### src/dlpd_pkg.sv
// Package for the diagnostic LED page display: constants, page codes and carriers
package dlpd_pkg;

  localparam int unsigned CLK_HZ          = 10_000_000;
  localparam int unsigned CLK_PER_MS      = CLK_HZ / 1000;

  // Half period of the fault flash, in ms and in cycles
  localparam int unsigned FLASH_HALF_MS   = 250;
  localparam int unsigned FLASH_HALF_CYC  = FLASH_HALF_MS * CLK_PER_MS;

  // Push-button must be stable this long to count
  localparam int unsigned DEBOUNCE_MS     = 20;
  localparam int unsigned DEBOUNCE_CYC    = DEBOUNCE_MS * CLK_PER_MS;

  localparam int unsigned COUNT_W         = 16;
  localparam int unsigned PANEL_N         = 16;
  localparam int unsigned AI_N            = 4;
  localparam int unsigned WAKE_N          = 3;

  // Panel LEDs the application and the test utility may drive
  localparam logic [15:0] USER_MASK       = 16'hF777;
  localparam logic [15:0] TEST_MASK       = 16'h7777;

  // Page codes, Gray along next_page_of from PG_CPU to PG_TEST; the steps back to PG_CPU are not
  typedef enum logic [2:0] {
    PG_CPU  = 3'h0,
    PG_DI   = 3'h1,
    PG_DO   = 3'h3,
    PG_AI   = 3'h2,
    PG_AO   = 3'h6,
    PG_USER = 3'h7,
    PG_TEST = 3'h5
  } dlpd_page_t;

  localparam dlpd_page_t PAGE_RESET       = PG_CPU;
  localparam logic       DISPLAY_ON_RESET = 1'h0;

  // One analog input's status flags
  typedef struct packed {
    logic voltage;
    logic uncal;
    logic underflow;
    logic overflow;
  } dlpd_ai_t;

  // Analog output status flags
  typedef struct packed {
    logic uncal;
    logic current;
    logic voltage;
  } dlpd_ao_t;

  // Top indicator row
  typedef struct packed {
    logic cpu_indicator;
    logic input_page_indicator;
    logic output_page_indicator;
    logic analog_page_indicator;
  } dlpd_top_t;

endpackage : dlpd_pkg

### src/dlpd_display.sv
// Diagnostic LED page display with page stepping, wakeup inputs and pulse counters
//
// What this block does
// - Output page: output indicator, LEDs follow outputs 1-8
// - Output page: LEDs 9, 10 show wetting switches
// - Input, output, analog input pages: processor indicator flashes on bad config
// - Analog input page: four LEDs per input, ordered
// - Uncalibrated input also lights overflow and underflow
// - Type LED off for current, on for voltage
// - Analog output page: voltage, current, uncalibrated LEDs
// - User page: masked LEDs follow application values
// - Button or command leaves user page to processor
// - Test page: masked LEDs follow test utility
// - Inputs 1 to 3 can raise wakeup events
// - Two inputs count rising edges, report state
// - Each press advances page, wraps to processor
// - Press while dark only turns display on
`timescale 1ns/1ps
module dlpd_display #(
  parameter int unsigned FLASH_CYC = dlpd_pkg::FLASH_HALF_CYC,
  parameter int unsigned DEB_CYC   = dlpd_pkg::DEBOUNCE_CYC,
  parameter int unsigned CNT_W     = dlpd_pkg::COUNT_W
) (
  // Clock and reset
  input  wire logic                    sys_clk_in,
  input  wire logic                    rst_in,
  // Push-button and page control
  input  wire logic                    button_in,
  input  wire logic                    display_off_in,
  input  wire logic                    user_exit_cmd_in,
  input  wire logic                    test_select_in,
  // Status shown on the pages
  input  wire logic                    cfg_loaded_in,
  input  wire logic                    bootstrap_in,
  input  wire logic [15:0]             cpu_page_leds_in,
  input  wire logic [15:0]             di_page_leds_in,
  input  wire logic [7:0]              discrete_outputs_in,
  input  wire logic                    wetting_switch_one_in,
  input  wire logic                    wetting_switch_two_in,
  input  wire dlpd_pkg::dlpd_ai_t [3:0] analog_inputs_in,
  input  wire dlpd_pkg::dlpd_ao_t      analog_output_one_in,
  input  wire logic [15:0]             user_leds_in,
  input  wire logic [15:0]             test_leds_in,
  // Wakeup and pulse counting pins
  input  wire logic [2:0]              wakeup_inputs_in,
  input  wire logic [2:0]              wakeup_enable_in,
  input  wire logic                    pulse_count_input_a_in,
  input  wire logic                    pulse_count_input_b_in,
  // Panel
  output dlpd_pkg::dlpd_top_t          top_row_out,
  output logic [15:0]                  panel_leds_out,
  output logic                         display_on_out,
  output dlpd_pkg::dlpd_page_t         page_out,
  // Wakeup and counters
  output logic [2:0]                   wakeup_out,
  output logic [1:0]                   pulse_state_out,
  output logic [CNT_W-1:0]             pulse_count_a_out,
  output logic [CNT_W-1:0]             pulse_count_b_out
);
  import dlpd_pkg::*;

  localparam int unsigned FW = $clog2(FLASH_CYC + 1);

  ////////////////////////////////////////////////////////////////////////////
  // Functions

  function automatic dlpd_page_t next_page_of(input dlpd_page_t p);
    unique case (p)
      PG_CPU:  next_page_of = PG_DI;
      PG_DI:   next_page_of = PG_DO;
      PG_DO:   next_page_of = PG_AI;
      PG_AI:   next_page_of = PG_AO;
      PG_AO:   next_page_of = PG_USER;
      PG_USER: next_page_of = PG_TEST;
      PG_TEST: next_page_of = PG_CPU;
      default: next_page_of = PG_CPU;
    endcase
  endfunction : next_page_of

  // Uncalibrated is shown as both limit LEDs lit
  function automatic logic [3:0] ai_leds(input dlpd_ai_t a);
    ai_leds = {a.voltage, a.uncal, a.underflow | a.uncal, a.overflow | a.uncal};
  endfunction : ai_leds

  ////////////////////////////////////////////////////////////////////////////
  // Pin synchronisers: config, wakeup x3, pulse x2

  logic [5:0] sync1;
  logic [5:0] sync2;
  logic [5:0] prev;
  logic       cfg_ok;
  logic [2:0] wake_s;
  logic [1:0] pulse_s;

  always_ff @(posedge sys_clk_in or posedge rst_in) begin
    if (rst_in) begin
      sync1 <= 6'h01;
      sync2 <= 6'h01;
      prev  <= 6'h01;
    end else begin
      sync1 <= {pulse_count_input_b_in, pulse_count_input_a_in, wakeup_inputs_in, cfg_loaded_in};
      sync2 <= sync1;
      prev  <= sync2;
    end
  end

  assign cfg_ok  = sync2[0];
  assign wake_s  = sync2[3:1];
  assign pulse_s = sync2[5:4];

  ////////////////////////////////////////////////////////////////////////////
  // Button

  logic press;

  dlpd_button #(
    .DEB_CYC (DEB_CYC)
  ) u_button (
    .sys_clk_in (sys_clk_in),
    .rst_in     (rst_in),
    .button_in  (button_in),
    .press_out  (press),
    .level_out  ()
  );

  ////////////////////////////////////////////////////////////////////////////
  // Page selector

  logic       display_on;
  dlpd_page_t page;
  logic       next_display_on;
  dlpd_page_t next_page;

  // Auto-off wins over a press in the same cycle
  always_comb begin
    next_display_on = display_on;
    next_page       = page;
    if (display_off_in) begin
      next_display_on = 1'h0;
    end else if (press) begin
      if (!display_on) begin
        next_display_on = 1'h1;
      end else if (page == PG_USER) begin
        next_page = PG_CPU;
      end else begin
        next_page = next_page_of(page);
      end
    end else if (display_on && page == PG_USER && user_exit_cmd_in) begin
      next_page = PG_CPU;
    end else if (display_on && test_select_in) begin
      next_page = PG_TEST;
    end
  end

  always_ff @(posedge sys_clk_in or posedge rst_in) begin
    if (rst_in) begin
      display_on <= DISPLAY_ON_RESET;
      page       <= PAGE_RESET;
    end else begin
      display_on <= next_display_on;
      page       <= next_page;
    end
  end

  ////////////////////////////////////////////////////////////////////////////
  // Flash divider

  logic [FW-1:0] flash_cnt;
  logic          flash_phase;
  logic [FW-1:0] next_flash_cnt;
  logic          next_flash_phase;

  always_comb begin
    next_flash_cnt   = flash_cnt + 1'h1;
    next_flash_phase = flash_phase;
    if (flash_cnt == FW'(FLASH_CYC - 1)) begin
      next_flash_cnt   = '0;
      next_flash_phase = ~flash_phase;
    end
  end

  always_ff @(posedge sys_clk_in or posedge rst_in) begin
    if (rst_in) begin
      flash_cnt   <= '0;
      flash_phase <= 1'h0;
    end else begin
      flash_cnt   <= next_flash_cnt;
      flash_phase <= next_flash_phase;
    end
  end

  ////////////////////////////////////////////////////////////////////////////
  // Panel drive

  dlpd_top_t   top;
  logic [15:0] panel;
  dlpd_top_t   next_top;
  logic [15:0] next_panel;

  always_comb begin
    next_top   = '0;
    next_panel = '0;
    if (display_on) begin
      unique case (page)
        PG_CPU: begin
          next_top.cpu_indicator = (bootstrap_in || !cfg_ok) ? flash_phase : 1'h1;
          next_panel             = cpu_page_leds_in;
        end
        PG_DI: begin
          next_top.cpu_indicator        = !cfg_ok && flash_phase;
          next_top.input_page_indicator = 1'h1;
          next_panel                    = di_page_leds_in;
        end
        PG_DO: begin
          next_top.cpu_indicator         = !cfg_ok && flash_phase;
          next_top.output_page_indicator = 1'h1;
          next_panel[7:0]                = discrete_outputs_in;
          next_panel[8]                  = wetting_switch_one_in;
          next_panel[9]                  = wetting_switch_two_in;
        end
        PG_AI: begin
          next_top.cpu_indicator         = !cfg_ok && flash_phase;
          next_top.analog_page_indicator = 1'h1;
          for (int i = 0; i < AI_N; i++) begin
            next_panel[4*i +: 4] = ai_leds(analog_inputs_in[i]);
          end
        end
        PG_AO: begin
          next_top.cpu_indicator        = 1'h1;
          next_top.input_page_indicator = 1'h1;
          next_panel[2:0]               = analog_output_one_in;
        end
        PG_USER: begin
          next_top.cpu_indicator         = 1'h1;
          next_top.output_page_indicator = 1'h1;
          next_panel                     = user_leds_in & USER_MASK;
        end
        PG_TEST: begin
          next_top.cpu_indicator         = 1'h1;
          next_top.analog_page_indicator = 1'h1;
          next_panel                     = test_leds_in & TEST_MASK;
        end
        default: begin
          next_top   = '0;
          next_panel = '0;
        end
      endcase
    end
  end

  always_ff @(posedge sys_clk_in or posedge rst_in) begin
    if (rst_in) begin
      top   <= '0;
      panel <= '0;
    end else begin
      top   <= next_top;
      panel <= next_panel;
    end
  end

  ////////////////////////////////////////////////////////////////////////////
  // Wakeup events and pulse counters

  logic [2:0]       wake;
  logic [CNT_W-1:0] cnt_a;
  logic [CNT_W-1:0] cnt_b;
  logic [2:0]       next_wake;
  logic [CNT_W-1:0] next_cnt_a;
  logic [CNT_W-1:0] next_cnt_b;

  // Counters wrap; software takes differences between reads
  always_comb begin
    next_wake  = wake_s & ~prev[3:1] & wakeup_enable_in;
    next_cnt_a = cnt_a;
    next_cnt_b = cnt_b;
    if (pulse_s[0] && !prev[4]) begin
      next_cnt_a = cnt_a + 1'h1;
    end
    if (pulse_s[1] && !prev[5]) begin
      next_cnt_b = cnt_b + 1'h1;
    end
  end

  always_ff @(posedge sys_clk_in or posedge rst_in) begin
    if (rst_in) begin
      wake  <= 3'h0;
      cnt_a <= '0;
      cnt_b <= '0;
    end else begin
      wake  <= next_wake;
      cnt_a <= next_cnt_a;
      cnt_b <= next_cnt_b;
    end
  end

  assign top_row_out       = top;
  assign panel_leds_out    = panel;
  assign display_on_out    = display_on;
  assign page_out          = page;
  assign wakeup_out        = wake;
  assign pulse_state_out   = prev[5:4];
  assign pulse_count_a_out = cnt_a;
  assign pulse_count_b_out = cnt_b;

  ////////////////////////////////////////////////////////////////////////////
  // Assertions

  a_do_page_leds: assert property (@(posedge sys_clk_in) disable iff (rst_in)
    $past(display_on) && $past(page) == PG_DO |->
      panel[7:0] == $past(discrete_outputs_in) && top[2:0] == 3'h2)
    else $error("output page LEDs wrong");

  a_wet_switch_leds: assert property (@(posedge sys_clk_in) disable iff (rst_in)
    $past(display_on) && $past(page) == PG_DO |->
      panel[9:8] == {$past(wetting_switch_two_in), $past(wetting_switch_one_in)} && panel[15:10] == 6'h00)
    else $error("wetting switch LEDs wrong");

  a_cpu_fault_flash: assert property (@(posedge sys_clk_in) disable iff (rst_in)
    $past(display_on) && ($past(page) == PG_DI || $past(page) == PG_DO || $past(page) == PG_AI) |->
      top.cpu_indicator == (!$past(cfg_ok) && $past(flash_phase)))
    else $error("processor indicator flash wrong");

  a_ai_page_flags: assert property (@(posedge sys_clk_in) disable iff (rst_in)
    $past(display_on) && $past(page) == PG_AI |->
      top[2:0] == 3'h1 && panel[12] == ($past(analog_inputs_in[3].overflow) || $past(analog_inputs_in[3].uncal)))
    else $error("analog input page wrong");

  a_ai_uncal_both: assert property (@(posedge sys_clk_in) disable iff (rst_in)
    $past(display_on) && $past(page) == PG_AI && $past(analog_inputs_in[1].uncal) |->
      panel[6:4] == 3'h7)
    else $error("uncalibrated input not shown as both limits");

  a_ai_type_led: assert property (@(posedge sys_clk_in) disable iff (rst_in)
    $past(display_on) && $past(page) == PG_AI |->
      panel[3] == $past(analog_inputs_in[0].voltage) && panel[15] == $past(analog_inputs_in[3].voltage))
    else $error("measurement type LED wrong");

  a_ao_page_leds: assert property (@(posedge sys_clk_in) disable iff (rst_in)
    $past(display_on) && $past(page) == PG_AO |->
      top == 4'hC && panel[15:3] == 13'h0000 && panel[1] == $past(analog_output_one_in.current))
    else $error("analog output page wrong");

  a_user_page_mask: assert property (@(posedge sys_clk_in) disable iff (rst_in)
    $past(display_on) && $past(page) == PG_USER |->
      top == 4'hA && panel == ($past(user_leds_in) & USER_MASK))
    else $error("user page wrong");

  a_user_exit_cmd: assert property (@(posedge sys_clk_in) disable iff (rst_in)
    display_on && page == PG_USER && (press || user_exit_cmd_in) && !display_off_in |=>
      page == PG_CPU ##1 (top.cpu_indicator || !$past(cfg_ok) || $past(bootstrap_in)))
    else $error("user page not left to processor page");

  a_test_page_mask: assert property (@(posedge sys_clk_in) disable iff (rst_in)
    $past(display_on) && $past(page) == PG_TEST |->
      top == 4'h9 && panel == ($past(test_leds_in) & TEST_MASK))
    else $error("test page wrong");

  a_wakeup_event: assert property (@(posedge sys_clk_in) disable iff (rst_in)
    $rose(wake_s[2]) && wakeup_enable_in[2] |=> wakeup_out[2] ##1 !wakeup_out[2])
    else $error("wakeup event missed or stretched");

  a_pulse_count: assert property (@(posedge sys_clk_in) disable iff (rst_in)
    $rose(pulse_s[0]) |=> pulse_count_a_out == $past(pulse_count_a_out) + 1'h1 && pulse_state_out[0])
    else $error("pulse count not advanced");

  a_press_advance: assert property (@(posedge sys_clk_in) disable iff (rst_in)
    display_on && press && !display_off_in && page == PG_DO |=> page == PG_AI)
    else $error("press did not advance page");

  a_first_press_on: assert property (@(posedge sys_clk_in) disable iff (rst_in)
    !display_on && press && !display_off_in |=> display_on && page == $past(page))
    else $error("first press changed page");

endmodule : dlpd_display

### src/dlpd_button.sv
// Push-button synchroniser and debouncer giving one pulse per press
`timescale 1ns/1ps
module dlpd_button #(
  parameter int unsigned DEB_CYC = dlpd_pkg::DEBOUNCE_CYC
) (
  // Clock and reset
  input  wire logic sys_clk_in,
  input  wire logic rst_in,
  // Raw pin
  input  wire logic button_in,
  // Debounced result
  output logic      press_out,
  output logic      level_out
);
  import dlpd_pkg::*;

  localparam int unsigned DW = $clog2(DEB_CYC + 1);

  logic          sync1;
  logic          sync2;
  logic          stable;
  logic [DW-1:0] cnt;
  logic          press;
  logic          next_stable;
  logic [DW-1:0] next_cnt;
  logic          next_press;

  // Change accepted only after a full quiet interval
  always_comb begin
    next_stable = stable;
    next_cnt    = '0;
    next_press  = 1'h0;
    if (sync2 != stable) begin
      if (cnt == DW'(DEB_CYC - 1)) begin
        next_stable = sync2;
        next_press  = sync2;
      end else begin
        next_cnt = cnt + 1'h1;
      end
    end
  end

  always_ff @(posedge sys_clk_in or posedge rst_in) begin
    if (rst_in) begin
      sync1  <= 1'h0;
      sync2  <= 1'h0;
      stable <= 1'h0;
      cnt    <= '0;
      press  <= 1'h0;
    end else begin
      sync1  <= button_in;
      sync2  <= sync1;
      stable <= next_stable;
      cnt    <= next_cnt;
      press  <= next_press;
    end
  end

  assign press_out = press;
  assign level_out = stable;

endmodule : dlpd_button

### config.mk
export PLATFORM = sky130hd
export DESIGN_NAME = dlpd_display
export DESIGN_NICKNAME = d
export VERILOG_FILES = /design/src/dlpd_pkg.sv /design/src/dlpd_display.sv /design/src/dlpd_button.sv
export SDC_FILE = /design/constraint.sdc
export NUM_CORES = 1
export LEC_CHECK = 0
export BUFFER_PORTS_ARGS = -buffer_cell sky130_fd_sc_hd__buf_2
export CORE_MARGIN = 2
export CORE_UTILIZATION = 52
export CTS_CLUSTER_SIZE = 12
export DETAILED_ROUTE_END_ITERATION = 10
export GPL_TIMING_DRIVEN = 0
export PLACE_DENSITY = 0.83
export RECOVER_POWER = 100
export SYNTH_ARGS = -nofsm -noshare
export SYNTH_HDL_FRONTEND = slang
export SYNTH_HIERARCHICAL = 1
export SYNTH_SLANG_ARGS = --single-unit
### constraint.sdc
create_clock -name sys_clk_in -period 8.85 [get_ports sys_clk_in]
set_input_delay 1.77 -clock sys_clk_in [delete_from_list [all_inputs] [get_ports sys_clk_in]]
set_output_delay 1.77 -clock sys_clk_in [all_outputs]
set_load 0.02 [all_outputs]
; Word-level counts from Yosys, hierarchy flattened
; Cells that the tools add are included.
[word_totals]
reg_bits = 122
inputBits = 109
[classes]
addsub = 4
n_eq_ne = 10
mux = 23
bitwise = 13
reduce_logical = 20
[op_table]
columns = operator, count
row1 = one-hot mux 7 bit (6 select lines), 1
row2 = 2-to-1 mux 18 bit, 2
row3 = "adder 16 x 1 -> 16 bit, second input constant", 2
row4 = one-hot mux 6 bit (5 select lines), 1
row5 = "adder 22 x 1 -> 22 bit, second input constant", 1
row6 = "== test 22 bit, second input constant", 1
row7 = 2-to-1 mux 22 bit, 1
row8 = one-hot mux 3 bit (7 select lines), 1
row9 = "adder 18 x 1 -> 18 bit, second input constant", 1
row10 = "== test 18 bit, second input constant", 1
row11 = 2-to-1 mux 16 bit, 1
row12 = 2-to-1 mux 3 bit, 5
row13 = one-hot mux 3 bit (5 select lines), 1
row14 = "== test 3 bit, second input constant", 3
row15 = 2-to-1 mux 1 bit, 8
row16 = bitwise OR 1 bit, 8
row17 = AND 3 bit, 2
row18 = "== test 3 x 2 -> 1 bit, second input constant", 2
row19 = logical AND 1 bit, 6
row20 = OR reduction 2 bit, 3
row21 = OR reduction 3 bit, 2
row22 = 2-to-1 mux 4 bit, 1
row23 = "== test 3 x 1 -> 1 bit, second input constant", 1
row24 = zero test 1 bit, 3
row25 = 11 further kinds, 12

; Depth between registers and ports, before layout
[logic_depth]
word_depth = 5
depth_mapped = 7

; By module
; Netlist, hierarchy kept.
[by_module_without_submodules]
columns = mod, instances, cells_per_inst, area_each_um2, seq_area_each_um2
row1 = dlpd_display, 1, 400, 4556.9, 2479.9
row2 = dlpd_button, 1, 98, 1038.5, 550.5

; Worst setup path after synthesis
; Ideal clock, no wire load.
[synth_timing]
path_kind = in2reg
startpoint = input port analog_inputs_in[2] (netlist name)
endpoint = register panel[1], in the netlist panel_leds_out[1]
setup_ps = 128
t_arrival_ps = 2629
setup_slack_ps = 6093
cell_stages = 4
n_path_buf = 0
path_cell_list = or2_2 > mux4_2 > nor2_1 > nor3_1
[synth_between]
elab_chain_cells = 3
[synth_rtl]
columns = element, line_no
row1 = "start, declared", dlpd_display.sv:40  ; input wire dlpd_pkg::dlpd_ai_t [3:0] analog_inputs_in,
row2 = bitwise OR 1 bit, dlpd_display.sv:82  ; ai_leds = {a.voltage, a.uncal, a.underflow | a.uncal, a.overflow | a.uncal};
row3 = one-hot mux 3 bit (7 select lines), dlpd_display.sv:204  ; unique case (page)
row4 = 2-to-1 mux 16 bit, dlpd_display.sv:203  ; if (display_on) begin
row5 = via next_panel[1], dlpd_display.sv:198  ; logic [15:0] next_panel;
row6 = "end signal, assigned", dlpd_display.sv:257  ; panel <= next_panel;
row7 = "end, declared", dlpd_display.sv:196  ; logic [15:0] panel;
; The timed path passes the listed nets, and every way through them passes these cells.
; A chain may end at the register's enable or synchronous reset.

; Final worst setup path
[layout_timing]
startpoint = register display_on, in the netlist display_on_out
endpoint = output port display_on_out
[layout_lines]
columns = element, line_no
row1 = "start, declared", dlpd_display.sv:129  ; logic display_on;
row2 = "start signal, assigned", dlpd_display.sv:160  ; display_on <= next_display_on;
row3 = "end, declared", dlpd_display.sv:52  ; output logic display_on_out,
; No word-level cell between the ends.

==> impl_metrics.py <==
metrics = {
    "clock_network": {
        "numCtsBuffers": 17,
        "ctsResizeCount": 0,
        "cts.path.max_buffers": 2,
        "h-tree-depth": 4,
        "cts_root_buf": "clkbuf_8",
        "postCtsSetupBuffers": 0,
        "clk_pin_slew_worst_paths_ns": 0.06,
        "ctsHoldBuffers": 0,
        "clock-sinks": 121,
        "cts_tree": "yes",
        "insertion_delay_ns": 0.51,
    },
    "critical_path": {
        "path_buf_inv": 1,
        "r2r_slack_ns": 6.29,
        "crit_fanout": 10,
        "timing.rr.end": "u_button/cnt[8]$_DFF_PP0_",
        "crit_chain": "clkbuf_1",
        "cp.arrival_ns": 1.33,
        "crit_slowest_cell": "dfrtp_1",
        "path_delay_family": "flip-flops",
        "critPathMaxStageDelay_ns": 0.53,
        "crit_start": "display_on_out$_DFFE_PP0P_",
        "cp-end-kind": "primary output",
        "worst-setup-path-type": "reg -> out",
        "crit-reg2reg-launch": "u_button/cnt[14]$_DFF_PP0_",
        "reg2reg_depth": 6,
        "startpoint_type": "flop",
        "crit_required_ns": 7.08,
    },
    "grt": {
        "grt_pass1_vias": 4738,
        "grt_overflow": 0,
        "grt_antenna_before_repair": 0,
        "grt_pass1_wl_microns": 23200,
        "grt_max_degree": 62,
        "grt_use_total_pct": 25.8,
    },
    "layout": {
        "layout.nets": 793,
        "layout-drive-gt1-share_pct": 24.5,
        "area_delta_synth_final_pct": 27.2,
        "antenna_cells": 0,
        "final_cell_area_sq_um": 7120,
    },
    "synth": {
        "synth_cells": 498,
        "yosysWarnings": 6,
        "synth_edf_count": 0,
        "ys.flop_type": "dfrtp_1",
        "syn_nets": 611,
        "ys_ff_latch": 121,
        "ys_async_sr_fraction_pct": 100,
        "synth_cell_types": 57,
        "syn_avg_cell_area_sq_um": 11.2,
        "syn_area_sq_um": 5600,
        "yosysSeqAreaShare_pct": 54.2,
    },
    "floorplanning": {
        "core_area_sq_um": 10400,
        "die_y_microns": 108,
        "io_pins": 170,
        "rows": 37,
        "start_util_pct": 54.0,
        "dieArea_sq_um": 11600,
        "die_w_microns": 108,
    },
    "job": {
        "timing.max_cap.violations": 1,
    },
    "routing": {
        "drt_wl_total_microns": 14500,
        "vias": 4706,
        "dr.pass1.iters": 6,
        "viasPerCell": 5.68,
        "drtAntennaViolNets": 0,
        "drc": 0,
        "drtIter0Drc": 338,
        "wl_per_cell_microns": 17.4,
    },
    "worst_hold_path": {
        "whs_endpoint": "u_button/sync2$_DFF_PP0_",
        "min_from": "u_button/sync1$_DFF_PP0_",
        "hp-class": "reg -> reg",
        "min_delay_path_depth": 0,
    },
    "sta": {
        "finClkSkew_ns": 0.00851,
        "period_needed_ns": 3.10,
        "worst_pin_slew_ns": 1.83,
        "slew_headroom_pct": -22.7,
        "finalCritPeriodShare_pct": 35.0,
        "setup_viol": 0,
        "setup_tns_ns": 0,
        "slew_violations": 39,
        "hold_viol_final": 0,
        "rsz0062_at_grt": "false",
        "max_freq_ghz": 0.323,
    },
    "status": {
        "status": "finished with violations",
        "violations": "max-capacitance violations, max-slew violations",
    },
    "placed_design": {
        "port-buffer-count": 162,
        "gp_congestion": 0.996,
        "place_hpwl_microns": 10200,
        "postPlaceCellArea_sq_um": 6610,
    },
    "power_and_ir_drop": {
        "p_per_area_nw_per_um2": 220,
        "leakagePower_uw": 0.00316,
        "max-vdd-ir-drop_uv": 149,
    },
}
==> cell type report <==
| class | instances | area, sq um |
|---|---|---|
| flip-flops and latches | 121 | 3030 |
| repair buffers | 163 | 758 |
| inverters | 13 | 50.0 |
| plain buffers | 18 | 81.3 |
| multi-input cells | 346 | 2390 |
| well taps | 136 | 170 |
| fillers | 821 | 3250 |
| clock inverters | 14 | 221 |
| clock buffers | 18 | 418 |
==> how the worst max path moves through the flow <==
stage	endpoint	slack [ns]	depth (start not counted)
2_1_floorplan	display_on_out$_DFFE_PP0P_	4.49	1
3_3_place_gp	pulse_count_b_out[3]$_DFFE_PP0P_	3.54	2
3_5_place_dp	panel_leds_out[1]$_DFF_PP0_	5.88	5
4_1_cts	display_on_out	5.79	1
5_1_grt	display_on_out	5.70	1
6_report	display_on_out	5.75	1
==> registers in the layout (all words and copies together) (netlist names), 3 cells and up <==
register	cells
pulse_count_a_out	16
panel_leds_out	16
flash_cnt	22
page_out	3
top_row_out	4
u_button/cnt	18
sync1	6
prev	5
sync2	6
wakeup_out	3
pulse_count_b_out	16
==> report_power, final <==
group | total, uW | switching (uW) | internal [uW]
clock network | 739 | 252 | 487
registers | 626 | 39.5 | 586
logic | 201 | 120 | 81.3
total | 1570 | 411 | 1150
==> cells in the mapped netlist, types with 3 or more instances <==
cell / count / share of area [%]
a21oi_1: 8 / 0.72
a221oi_1: 3 / 0.47
a22oi_1: 12 / 1.6
and2_1: 5 / 0.56
and3_1: 9 / 1.0
and4_1: 7 / 1.1
buf_2: 7 / 0.63
buf_4: 3 / 0.40
clkbuf_1: 4 / 0.27
clkinv_1: 3 / 0.20
dfrtp_1: 119 / 53
ha_1: 4 / 0.89
inv_1: 10 / 0.67
mux2_2: 16 / 3.2
mux2i_1: 6 / 1.1
mux4_2: 5 / 2.0
nand2_1: 31 / 2.1
nand3_1: 19 / 1.7
nand4_1: 20 / 2.2
nor2_1: 53 / 3.6
nor2b_1: 5 / 0.56
nor3_1: 13 / 1.2
nor4_1: 5 / 0.56
o211ai_1: 7 / 0.94
o21ai_0: 12 / 1.1
o221ai_1: 3 / 0.47
o2bb2ai_1: 3 / 0.47
or2_2: 3 / 0.34
or3_1: 4 / 0.45
xnor2_1: 41 / 6.4
xor2_1: 21 / 3.3
==> through the flow <==
stage               cells  util (%)  hold WS (ns)  setup slack, ns  power [uW]
finish                829      68.7         0.347             5.75        1570
global placement      796      63.4         0.332             3.54         826
detailed placement    797      63.7         0.335             5.88         839
global route          829      68.7         0.358             5.70        1620
CTS                   829      69.9         0.348             5.79        1580
floorplan             498         -         0.331             4.49         753
==> cells by family (layout without fill, tap and decap cells) <==
logic type / count (synthesis) / after routing / synth area share (%)
compound gates: 61 / 61 / 7.65
simple gates: 192 / 192 / 18.6
mux: 27 / 27 / 6.31
fa+ha+maj: 4 / 4 / 0.894
buf+inv: 31 / 226 / 2.71
flops: 121 / 121 / 54.2
xor+xnor: 62 / 62 / 9.70
==> routing by layer <==
layer	global-route usage, %	routed length (microns)	vias to the layer above
met5	0	0	-
met4	10.6	323	0
met3	6.17	1030	35
met2	42.4	6950	211
met1	32.8	6160	2308
li1	-	-	2152
==> layout by cell type, fill, tap and decap left out, types with 3 or more instances in the layout <==
master / synthesis / layout
a21oi_1: 8 / 9
a221oi_1: 3 / 3
a22oi_1: 12 / 12
and2_0: 1 / 4
and3_1: 9 / 9
and4_1: 7 / 8
buf_2: 7 / 103
bufinv_16: 0 / 5
clkbuf_1: 4 / 74
clkbuf_16: 0 / 16
clkinv_1: 3 / 3
clkinv_4: 0 / 4
clkinvlp_4: 0 / 3
dfrtp_1: 119 / 119
ha_1: 4 / 4
inv_1: 10 / 9
mux2_2: 16 / 16
mux2i_1: 6 / 6
mux4_2: 5 / 5
nand2_1: 31 / 31
nand3_1: 19 / 19
nand4_1: 20 / 21
nor2_1: 53 / 53
nor2b_1: 5 / 5
nor3_1: 13 / 13
nor4_1: 5 / 5
o211ai_1: 7 / 7
o21ai_0: 12 / 12
o221ai_1: 3 / 3
o2bb2ai_1: 3 / 3
or2_2: 3 / 3
or3_1: 4 / 4
xnor2_1: 41 / 41
xor2_1: 21 / 21
No activity file was read; power rests on OpenSTA's default activity.
